===== src/bpd_defines.vh =====
`ifndef BPD_DEFINES_VH
`define BPD_DEFINES_VH

// register byte offsets
`define BPD_OFF_DATA      12'h000
`define BPD_OFF_LATCH     12'h004
`define BPD_OFF_DIR       12'h008
`define BPD_OFF_ANSEL     12'h00C
`define BPD_OFF_LCD_EN    12'h010
`define BPD_OFF_CCP_EN    12'h014
`define BPD_OFF_IN_OVR    12'h018

// reset values
`define BPD_RST_DIR       8'hFF
`define BPD_RST_LATCH     8'h00
`define BPD_RST_ANSEL     8'hFF
`define BPD_RST_EN        8'h00

// axi responses
`define BPD_RESP_OKAY     2'b00
`define BPD_RESP_SLVERR   2'b10

`endif


===== src/bpd_pin_mux.v =====
`timescale 1ns/100ps
// per-pin output priority select
module bpd_pin_mux (
  // data sources
  input  wire [7:0] latch_val,
  input  wire [7:0] dir_in,
  input  wire [7:0] lcd_en,
  input  wire [7:0] lcd_val,
  input  wire [7:0] ccp_en,
  input  wire [7:0] ccp_val,
  input  wire [7:0] in_ovr,
  // resolved drive
  output reg  [7:0] pin_val,
  output reg  [7:0] pin_oe
);
  integer i;
  always @* begin
    pin_val = 8'h00;
    pin_oe  = 8'h00;
    for (i = 0; i < 8; i = i + 1) begin
      if (in_ovr[i]) begin
        pin_val[i] = 1'b0;
        pin_oe[i]  = 1'b0;
      end else if (lcd_en[i]) begin
        pin_val[i] = lcd_val[i];
        pin_oe[i]  = 1'b1;
      end else if (ccp_en[i]) begin
        pin_val[i] = ccp_val[i];
        pin_oe[i]  = 1'b1;
      end else begin
        pin_val[i] = latch_val[i];
        pin_oe[i]  = ~dir_in[i];
      end
    end
  end
endmodule


===== src/bpd_port.v =====
// Added by the designer: the placing of the registers and the AXI4-Lite register port.
`timescale 1ns/100ps
`include "bpd_defines.vh"
module bpd_port (
  // clock and reset
  input  wire        clk_sys,
  input  wire        rst_b,
  // axi4-lite write address
  input  wire [11:0] s_axi_awaddr,
  input  wire        s_axi_awvalid,
  output reg         s_axi_awready,
  // axi4-lite write data
  input  wire [31:0] s_axi_wdata,
  input  wire [3:0]  s_axi_wstrb,
  input  wire        s_axi_wvalid,
  output reg         s_axi_wready,
  // axi4-lite write response
  output reg  [1:0]  s_axi_bresp,
  output reg         s_axi_bvalid,
  input  wire        s_axi_bready,
  // axi4-lite read address
  input  wire [11:0] s_axi_araddr,
  input  wire        s_axi_arvalid,
  output reg         s_axi_arready,
  // axi4-lite read data
  output reg  [31:0] s_axi_rdata,
  output reg  [1:0]  s_axi_rresp,
  output reg         s_axi_rvalid,
  input  wire        s_axi_rready,
  // pads
  input  wire [7:0]  pin_in,
  output reg  [7:0]  pin_out,
  output reg  [7:0]  pin_oe,
  // peripheral outputs sharing the pins
  input  wire        lcd_common_three,
  input  wire [4:0]  lcd_segment_out,
  input  wire        capture_compare_four_out,
  input  wire        pwm2_steer_b,
  input  wire        pwm2_steer_c,
  input  wire        pwm2_steer_d,
  input  wire        pwm1_steer_b,
  input  wire        pwm1_steer_c,
  input  wire        pwm1_steer_d,
  // synchronised pin level to digital peripherals
  output reg  [7:0]  periph_pin_level
);
  reg        rst_s1_q;
  reg        rst_s2_q;
  wire       rst_n = rst_s2_q;

  reg  [7:0] sync1_q;
  reg  [7:0] sync2_q;
  reg  [7:0] pin_direction_bits_q;
  reg  [7:0] output_latch_bits_q;
  reg  [7:0] analog_select_bits_q;
  reg  [7:0] lcd_en_q;
  reg  [7:0] ccp_en_q;
  reg  [7:0] in_ovr_q;

  reg        aw_have_q;
  reg        w_have_q;
  reg [11:0] aw_addr_q;
  reg [31:0] w_data_q;
  reg [3:0]  w_strb_q;

  wire [7:0] mux_val;
  wire [7:0] mux_oe;
  wire [7:0] digital_in;
  wire [7:0] lcd_val;
  wire [7:0] ccp_val;

  // plain digital reads of analog pins return zero
  function [7:0] bpd_dig_read;
    input [7:0] lvl;
    input [7:0] ana;
    begin
      bpd_dig_read = lvl & ~ana;
    end
  endfunction

  // byte lanes below the word are ignored
  function [11:0] bpd_word_addr;
    input [11:0] a;
    begin
      bpd_word_addr = {a[11:2], 2'b00};
    end
  endfunction

  function bpd_addr_ok;
    input [11:0] a;
    begin
      bpd_addr_ok = (a[11:2] <= `BPD_OFF_IN_OVR >> 2);
    end
  endfunction

  function [7:0] bpd_merge;
    input [7:0] old;
    input [7:0] nw;
    input       en;
    begin
      bpd_merge = en ? nw : old;
    end
  endfunction

  // reset release through two stages
  always @(posedge clk_sys or negedge rst_b) begin
    if (!rst_b) begin
      rst_s1_q <= 1'b0;
      rst_s2_q <= 1'b0;
    end else begin
      rst_s1_q <= 1'b1;
      rst_s2_q <= rst_s1_q;
    end
  end

  // pins are async to clk_sys; second stage alone is read
  always @(posedge clk_sys or negedge rst_n) begin
    if (!rst_n) begin
      sync1_q <= 8'h00;
      sync2_q <= 8'h00;
    end else begin
      sync1_q <= pin_in;
      sync2_q <= sync1_q;
    end
  end

  assign digital_in = bpd_dig_read(sync2_q, analog_select_bits_q);
  assign lcd_val = {lcd_segment_out, 2'b00, lcd_common_three};
  assign ccp_val = {pwm1_steer_d, pwm1_steer_c, pwm1_steer_b, pwm2_steer_d,
                    pwm2_steer_c, pwm2_steer_b, capture_compare_four_out, 1'b0};

  bpd_pin_mux u_mux (
    .latch_val (output_latch_bits_q),
    .dir_in    (pin_direction_bits_q),
    .lcd_en    (lcd_en_q & 8'hF9),
    .lcd_val   (lcd_val),
    .ccp_en    (ccp_en_q & 8'hFE),
    .ccp_val   (ccp_val),
    .in_ovr    (in_ovr_q),
    .pin_val   (mux_val),
    .pin_oe    (mux_oe)
  );

  // registered pad drive and peripheral input view
  always @(posedge clk_sys or negedge rst_n) begin
    if (!rst_n) begin
      pin_out          <= 8'h00;
      pin_oe           <= 8'h00;
      periph_pin_level <= 8'h00;
    end else begin
      pin_out          <= mux_val;
      pin_oe           <= mux_oe;
      periph_pin_level <= sync2_q;
    end
  end

  wire       wr_go   = aw_have_q && w_have_q && !s_axi_bvalid;
  wire [7:0] wb      = w_data_q[7:0];
  wire       we      = w_strb_q[0];
  wire       wr_hit  = wr_go && we;
  wire       aw_take = s_axi_awvalid && s_axi_awready;
  wire       w_take  = s_axi_wvalid && s_axi_wready;
  wire       ar_take = s_axi_arvalid && s_axi_arready;

  reg  [7:0] pin_direction_bits_d;
  reg  [7:0] output_latch_bits_d;
  reg  [7:0] analog_select_bits_d;
  reg  [7:0] lcd_en_d;
  reg  [7:0] ccp_en_d;
  reg  [7:0] in_ovr_d;
  reg  [7:0] rd_byte_d;

  // write address: held until paired with data, either order
  always @(posedge clk_sys or negedge rst_n) begin
    if (!rst_n) begin
      aw_have_q     <= 1'b0;
      aw_addr_q     <= 12'h000;
      s_axi_awready <= 1'b0;
    end else begin
      s_axi_awready <= !aw_have_q && !s_axi_awready && s_axi_awvalid;
      if (aw_take) begin
        aw_have_q <= 1'b1;
        aw_addr_q <= s_axi_awaddr;
      end else if (wr_go) begin
        aw_have_q <= 1'b0;
      end
    end
  end

  // write data
  always @(posedge clk_sys or negedge rst_n) begin
    if (!rst_n) begin
      w_have_q     <= 1'b0;
      w_data_q     <= 32'h0000_0000;
      w_strb_q     <= 4'h0;
      s_axi_wready <= 1'b0;
    end else begin
      s_axi_wready <= !w_have_q && !s_axi_wready && s_axi_wvalid;
      if (w_take) begin
        w_have_q <= 1'b1;
        w_data_q <= s_axi_wdata;
        w_strb_q <= s_axi_wstrb;
      end else if (wr_go) begin
        w_have_q <= 1'b0;
      end
    end
  end

  // write response stands until taken
  always @(posedge clk_sys or negedge rst_n) begin
    if (!rst_n) begin
      s_axi_bvalid <= 1'b0;
      s_axi_bresp  <= `BPD_RESP_OKAY;
    end else begin
      if (wr_go) begin
        s_axi_bvalid <= 1'b1;
        s_axi_bresp  <= bpd_addr_ok(aw_addr_q) ? `BPD_RESP_OKAY : `BPD_RESP_SLVERR;
      end else if (s_axi_bvalid && s_axi_bready) begin
        s_axi_bvalid <= 1'b0;
      end
    end
  end

  // next register values; unmapped words change nothing
  always @* begin
    pin_direction_bits_d = pin_direction_bits_q;
    output_latch_bits_d  = output_latch_bits_q;
    analog_select_bits_d = analog_select_bits_q;
    lcd_en_d             = lcd_en_q;
    ccp_en_d             = ccp_en_q;
    in_ovr_d             = in_ovr_q;
    if (wr_hit) begin
      case (bpd_word_addr(aw_addr_q))
        // a byte write modifies every bit, so no sampled level survives
        `BPD_OFF_DATA:   output_latch_bits_d  = bpd_merge(digital_in, wb, 1'b1);
        `BPD_OFF_LATCH:  output_latch_bits_d  = wb;
        `BPD_OFF_DIR:    pin_direction_bits_d = wb;
        `BPD_OFF_ANSEL:  analog_select_bits_d = wb;
        `BPD_OFF_LCD_EN: lcd_en_d             = wb;
        `BPD_OFF_CCP_EN: ccp_en_d             = wb;
        `BPD_OFF_IN_OVR: in_ovr_d             = wb;
        default:         output_latch_bits_d  = output_latch_bits_q;
      endcase
    end
  end

  always @(posedge clk_sys or negedge rst_n) begin
    if (!rst_n) begin
      pin_direction_bits_q <= `BPD_RST_DIR;
    end else begin
      pin_direction_bits_q <= pin_direction_bits_d;
    end
  end

  always @(posedge clk_sys or negedge rst_n) begin
    if (!rst_n) begin
      output_latch_bits_q <= `BPD_RST_LATCH;
    end else begin
      output_latch_bits_q <= output_latch_bits_d;
    end
  end

  always @(posedge clk_sys or negedge rst_n) begin
    if (!rst_n) begin
      analog_select_bits_q <= `BPD_RST_ANSEL;
    end else begin
      analog_select_bits_q <= analog_select_bits_d;
    end
  end

  always @(posedge clk_sys or negedge rst_n) begin
    if (!rst_n) begin
      lcd_en_q <= `BPD_RST_EN;
    end else begin
      lcd_en_q <= lcd_en_d;
    end
  end

  always @(posedge clk_sys or negedge rst_n) begin
    if (!rst_n) begin
      ccp_en_q <= `BPD_RST_EN;
    end else begin
      ccp_en_q <= ccp_en_d;
    end
  end

  always @(posedge clk_sys or negedge rst_n) begin
    if (!rst_n) begin
      in_ovr_q <= `BPD_RST_EN;
    end else begin
      in_ovr_q <= in_ovr_d;
    end
  end

  // read byte select
  always @* begin
    case (bpd_word_addr(s_axi_araddr))
      `BPD_OFF_DATA:   rd_byte_d = digital_in;
      `BPD_OFF_LATCH:  rd_byte_d = output_latch_bits_q;
      `BPD_OFF_DIR:    rd_byte_d = pin_direction_bits_q;
      `BPD_OFF_ANSEL:  rd_byte_d = analog_select_bits_q;
      `BPD_OFF_LCD_EN: rd_byte_d = lcd_en_q;
      `BPD_OFF_CCP_EN: rd_byte_d = ccp_en_q;
      `BPD_OFF_IN_OVR: rd_byte_d = in_ovr_q;
      default:         rd_byte_d = 8'h00;
    endcase
  end

  // read channel
  always @(posedge clk_sys or negedge rst_n) begin
    if (!rst_n) begin
      s_axi_arready <= 1'b0;
      s_axi_rvalid  <= 1'b0;
      s_axi_rdata   <= 32'h0000_0000;
      s_axi_rresp   <= `BPD_RESP_OKAY;
    end else begin
      s_axi_arready <= !s_axi_arready && !s_axi_rvalid && s_axi_arvalid;
      if (ar_take) begin
        s_axi_rvalid <= 1'b1;
        s_axi_rresp  <= bpd_addr_ok(s_axi_araddr) ? `BPD_RESP_OKAY : `BPD_RESP_SLVERR;
        s_axi_rdata  <= {24'h00_0000, rd_byte_d};
      end else if (s_axi_rvalid && s_axi_rready) begin
        s_axi_rvalid <= 1'b0;
      end
    end
  end
endmodule


===== config.mk =====
export PLATFORM = sky130hd
export DESIGN_NAME = bpd_port
export DESIGN_NICKNAME = d
export VERILOG_FILES = /design/src/bpd_pin_mux.v /design/src/bpd_port.v
export VERILOG_INCLUDE_DIRS = /design/src /design/src/src
export SDC_FILE = /design/constraint.sdc
export NUM_CORES = 1
export LEC_CHECK = 0
export BUFFER_PORTS_ARGS = -buffer_cell sky130_fd_sc_hd__buf_2
export CAP_MARGIN = 10
export CORE_ASPECT_RATIO = 0.5
export CORE_MARGIN = 2
export CORE_UTILIZATION = 39
export CTS_CLUSTER_SIZE = 40
export DETAILED_ROUTE_END_ITERATION = 12
export GPL_TIMING_DRIVEN = 1
export PLACE_DENSITY_LB_ADDON = 0.15
export SLEW_MARGIN = 0
export SYNTH_ARGS = -nofsm -noshare
export SYNTH_HDL_FRONTEND = slang
export SYNTH_SLANG_ARGS = --single-unit

===== constraint.sdc =====
create_clock -name clk_sys -period 3.5 [get_ports clk_sys]
set_input_delay 0.175 -clock clk_sys [delete_from_list [all_inputs] [get_ports clk_sys]]
set_output_delay 0.175 -clock clk_sys [all_outputs]
set_load 0.02 [all_outputs]

# After elaboration in Yosys (flattened, before gate mapping)
# Cells that the tools add are included.
# W data, S select, Z words.
[word_totals]
mem_bits_ro = 0
latch_bits = 0
mem_count = 0
reg_bits = 130
word_cells = 136
out_inout_bits = 65
mem_bits_rw = 0
input_bits = 88
[classes]
eq_ne = 12
div_mod_pow = 0
bitwise_logic = 10
n_addsub = 0
n_lt_le_gt_ge = 2
muxes = 52
shift = 0
n_mul = 0
n_reduce_logical = 34
[ops]
columns = ["operator", "n"]
rows = [
  ["$eq A10 B3 Y1 const B", 6],
  ["$pmux W8 S7", 1],
  ["$mux W1", 49],
  ["$eq A10 B2 Y1 const B", 4],
  ["$eq A10 B1 Y1 const B", 2],
  ["$le A10 B3 Y1 const B", 2],
  ["$logic_not A10 Y1", 2],
  ["$logic_and A1 B1 Y1", 14],
  ["$reduce_and A2 Y1", 6],
  ["$and A8 B8 Y8", 1],
  ["$not A1 Y1", 8],
  ["$not A8 Y8", 1],
  ["$reduce_bool A2 Y1", 4],
  ["$logic_not A1 Y1", 7],
  ["$mux W2", 2],
  ["$reduce_or A2 Y1", 1],
]

# Longest topological paths before layout
[logic_depth]
depth_word = 4
mapped_depth = 6
depth_no_buf = 4

# Cells and area by module
# A second synthesis with hierarchy kept.
[unflattened]
hier_cells = 391
hier_area_um2 = 5373.9
[modules_own_cells]
columns = ["module", "instances", "area_each_um2", "cells_per_inst", "seq_area_each_um2"]
rows = [
  ["bpd_port", 1, 5033.6, 343, 3173.0],
  ["bpd_pin_mux", 1, 340.3, 48, 0.0],
]

# Worst setup path before layout
# OpenSTA, ideal clock, no wires.
[synth_path]
kind = "register to register"
start = "register s_axi_bvalid"
end = "register in_ovr_q[0]"
path_buffers = 0
path_stages_with_launch = 5
t_required_ps = 3375
setup_slack_ps = 1545
setup_time_ps = 125
synth_period_minus_slack_ps = 1955
t_arrival_ps = 1830
cell_sequence = "dfrtp_1 > and3b_1 > nand4_1 > nor3_2 > mux2_2"
[synth_between]
elab_chain_cells = 4
[synth_rtl]
columns = ["item", "line", "text"]
rows = [
  ["from (decl)", "bpd_port.v:19", "output reg s_axi_bvalid,"],
  ["from (signal assigned)", "bpd_port.v:212", "s_axi_bvalid <= 1'b0;"],
  ["from (signal assigned)", "bpd_port.v:216", "s_axi_bvalid <= 1'b1;"],
  ["from (signal assigned)", "bpd_port.v:219", "s_axi_bvalid <= 1'b0;"],
  ["$logic_not A1 Y1", "bpd_port.v:157", "wire wr_go = aw_have_q && w_have_q && !s_axi_bvalid;"],
  ["$logic_and A1 B1 Y1", "bpd_port.v:157", ""],
  ["$logic_and A1 B1 Y1", "bpd_port.v:160", "wire wr_hit = wr_go && we;"],
  ["$reduce_and A2 Y1 (no source line)", "-", ""],
  ["to (signal assigned)", "bpd_port.v:289", "in_ovr_q <= `BPD_RST_EN;"],
  ["to (signal assigned)", "bpd_port.v:291", "in_ovr_q <= in_ovr_d;"],
  ["to (decl)", "bpd_port.v:58", "reg [7:0] in_ovr_q;"],
]
# Every way passes these cells.
# A chain may end at the register's enable or synchronous reset.

# Worst setup path after layout
[layout_path]
start = "register aw_addr_q[7]"
end = "register pin_direction_bits_q[2]"
[layout_between]
elab_chain_cells = 2
[layout_rtl]
columns = ["item", "line", "text"]
rows = [
  ["from (decl)", "bpd_port.v:62", "reg [11:0] aw_addr_q;"],
  ["from (signal assigned)", "bpd_port.v:183", "aw_addr_q <= s_axi_awaddr;"],
  ["$eq A10 B2 Y1", "bpd_port.v:233", "case (bpd_word_addr(aw_addr_q))"],
  ["$reduce_and A2 Y1 (no source line)", "-", ""],
  ["to (signal assigned)", "bpd_port.v:249", "pin_direction_bits_q <= `BPD_RST_DIR;"],
  ["to (signal assigned)", "bpd_port.v:251", "pin_direction_bits_q <= pin_direction_bits_d;"],
  ["to (decl)", "bpd_port.v:53", "reg [7:0] pin_direction_bits_q;"],
]
# Every way passes these cells.

==> results_dict.tcl <==
set metrics [dict create \
    ir_drop_uv 287 \
    fin_skew_ps 9.15 \
    port_buffers 95 \
    max_stage_delay_ps 760 \
    power.density_nw_per_um2 619 \
    pin_count 153 \
    fp.dieW_um 169 \
    ant_nets 0 \
    cts_resized 0 \
    dr_wl_met3_um 698 \
    holdCritStartpoint "lcd_segment_out[0]" \
    start_kind "flop" \
    arrival_ps 2610 \
    top_layer "met4" \
    syn_avg_cell_area_um2 13.1 \
    drt-wirelength-per-cell_um 16.4 \
    max_freq_ghz 0.440 \
    tightest_slew_ps 1030 \
    startpoint "aw_addr_q[7]" \
    wl_um 11900 \
    yosysWarningCount 0 \
    synth_cell_types 52 \
    swShare_pct 26.0 \
    die_height_um 86.4 \
    syn_inst 405 \
    antenna_cells 0 \
    cts_tree "built" \
    cp_max_fo 8 \
    place_congestion 0.744 \
    htreeDepth 4 \
    clk_latency_ps 410 \
    async_reset_ff_share_pct 100 \
    min_period_ps 2270 \
    end_kind "flop" \
    via_per_inst 4.86 \
    met2WireLength_um 5150 \
    reg2reg_from "aw_addr_q[7]" \
    pwr-share-clk_pct 44.2 \
    synth_ff_type "dfrtp_1" \
    rsz0062_at_grt "no" \
    grt_pass1_wl_um 18900 \
    ys_seq_area_share_pct 60.0 \
    critPathRequiredTime_ps 3830 \
    power.switching_mw 1.09 \
    crit_chain "nor4_4, nand4_1, nor4b_4, mux2_2" \
    status "completed" \
    wl_met1_um 5890 \
    drcViolationCount 0 \
    grt_overflow_total 0 \
    nNetsFinal 626 \
    cts_sinks 126 \
    drive_gt1_share_pct 41.5 \
    antenna_found_initial 0 \
    postCtsSetupRepairBufs 0 \
    routed-via-count 3526 \
    critPathKind "reg -> reg" \
    dp_hpwl_um 7780 \
    cts_inserted_buffers 17 \
    n_fill_cell 1222 \
    finalSetupTns_ps 0 \
    std_cell_rows 30 \
    pwr-share-seq_pct 44.5 \
    maxCapViolCount 0 \
    die_area_um2 14600 \
    cts_buffer_depth 2 \
    core-area_um2 13400 \
    drv_slew 0 \
    drt_first_pass_iters 4 \
    synth_seq_cells 126 \
    syn_area_um2 5290 \
    final.period_utilization_pct 64.9 \
    crit_path_top_delay_cell "nor4b_4" \
    p_int_mw 3.10 \
    leakage_nw 3.15 \
    setup-violations-final 0 \
    cts_root_buffer "clkbuf_16" \
    grt_max_degree 63 \
    clk_pin_slew_worst_paths_ps 60 \
    combPwrFrac_pct 11.2 \
    hold_buffers 29 \
    start_util_pct 39.5 \
    synth_edf_count 0 \
    relSlewSlack_pct 31.2 \
    grtUsageTotal_pct 17.4 \
    hold_path_class "in -> reg" \
    drt_iter0_drc 172 \
    areaGrowthSynthToFinish_pct 28.0 \
    hold_violations 0 \
    grt_pass1_vias 3513 \
    total_power_mw 4.19 \
]
## power groups by stage
| stage | Sequential [mW] | Combinational [mW] | Clock (mW) |
|---|---|---|---|
| 2_1_floorplan | 1.86 | 0.325 | 0 |
| 3_5_place_dp | 1.90 | 0.450 | 0 |
| 4_1_cts | 1.87 | 0.476 | 1.89 |
| 5_1_grt | 1.91 | 0.516 | 1.95 |
| 3_3_place_gp | 1.89 | 0.440 | 0 |
| 6_report | 1.87 | 0.470 | 1.86 |
## synth_stat cells, drive strengths merged (5+ instances only)
master  number  share of area, %
clkbuf      11              0.78
nand2       19               1.3
nor4         6               1.1
a21oi       18               1.7
dfrtp      110                52
mux2i       17               3.2
nand3        5              0.57
mux2        70                15
o21ai        8              0.76
nor2        28               2.0
buf         28               4.0
dfstp       16               7.9
nor3         5              0.76
inv         10              0.71
## final timing paths
check                      slack [ps]  cells past startpoint                 endpoint
setup / recovery                 1230                      4  pin_direction_bits_q[2]
hold / removal                     10                      3               pin_out[3]
setup reg to reg                 1230                      4  pin_direction_bits_q[2]
hold reg to reg                   350                      0                    rst_n
max in group asynchronous        2070                      1  pin_direction_bits_q[0]
min in group asynchronous          80                      2                 rst_s1_q
## flip-flops by register name, summed over array words and instances, names as in the netlist, 8 cells and up
signal                cells
aw_addr_q                10
s_axi_rdata               8
pin_direction_bits_q      8
output_latch_bits_q       8
sync2_q                   8
sync1_q                   8
pin_oe                    8
periph_pin_level          8
w_data_q                  8
lcd_en_q                  8
in_ovr_q                  8
ccp_en_q                  8
analog_select_bits_q      8
pin_out                   8
## worst max-delay path, delay by kind of cell, from the launching register on
family | cells | cell delay [ps]
and+or+nand+nor | 3 | 1370
muxes | 1 | 410
DFF | 1 | 400
## kinds of logic (layout without fill, tap and decap cells)
| logic type | count (synthesis) | count (layout) | share of synthesized area [%] |
|---|---|---|---|
| buffers and inverters | 49 | 169 | 5.48 |
| other | 2 | 27 | 0.142 |
| and+or+nand+nor | 90 | 90 | 9.81 |
| muxes | 87 | 87 | 18.1 |
| DFF | 126 | 126 | 60.0 |
| AOI/OAI and AO/OA | 51 | 51 | 6.50 |
## area by class of cell
cell class,instances,area [um^2],area share (%)
sequential,126,3180,46.9
multi-input combinational,255,1920,28.4
tap,176,220,3.25
clock inverter,11,165,2.44
timing repair buffer,128,796,11.7
clock buffer,20,457,6.74
inverter,10,37.5,0.554
## layer usage
metal | vias to the layer above | global-route usage (%)
li1 | 1669 | -
met3 | 12 | 5.16
met5 | - | 0
met1 | 1742 | 24.6
met4 | 0 | 5.33
met2 | 103 | 25.9
## placed cells by master (no fill, tap or decap), types with 4 or more instances in the layout
cell type	synthesis	final
a21oi_1	18	18
dfstp_2	16	16
buf_4	26	4
inv_1	10	10
nor4_1	4	4
mux2_2	70	70
dfrtp_1	110	109
dlygate4sd3_1	0	29
nor2_1	27	27
o21ai_0	8	8
clkinvlp_4	0	4
nand2_1	19	19
buf_2	1	95
conb_1	2	27
clkbuf_16	0	17
bufinv_16	0	4
nand3_1	4	4
mux2i_1	17	17
## metrics by stage
step / utilization, % / worst slack, ps / cells / cell area, um^2 / hold slack, ps
2_1_floorplan: - / 1420 / 430 / 5390 / -121
3_3_place_gp: 43.8 / 1240 / 666 / 5860 / -32.2
3_5_place_dp: 43.8 / 1200 / 666 / 5860 / -35.1
4_1_cts: 50.6 / 1170 / 726 / 6780 / 1.58
5_1_grt: 50.6 / 1080 / 726 / 6780 / 10.4
6_report: 50.6 / 1230 / 726 / 6780 / 9.74
Note: power is estimated with default switching activity, not from simulation.
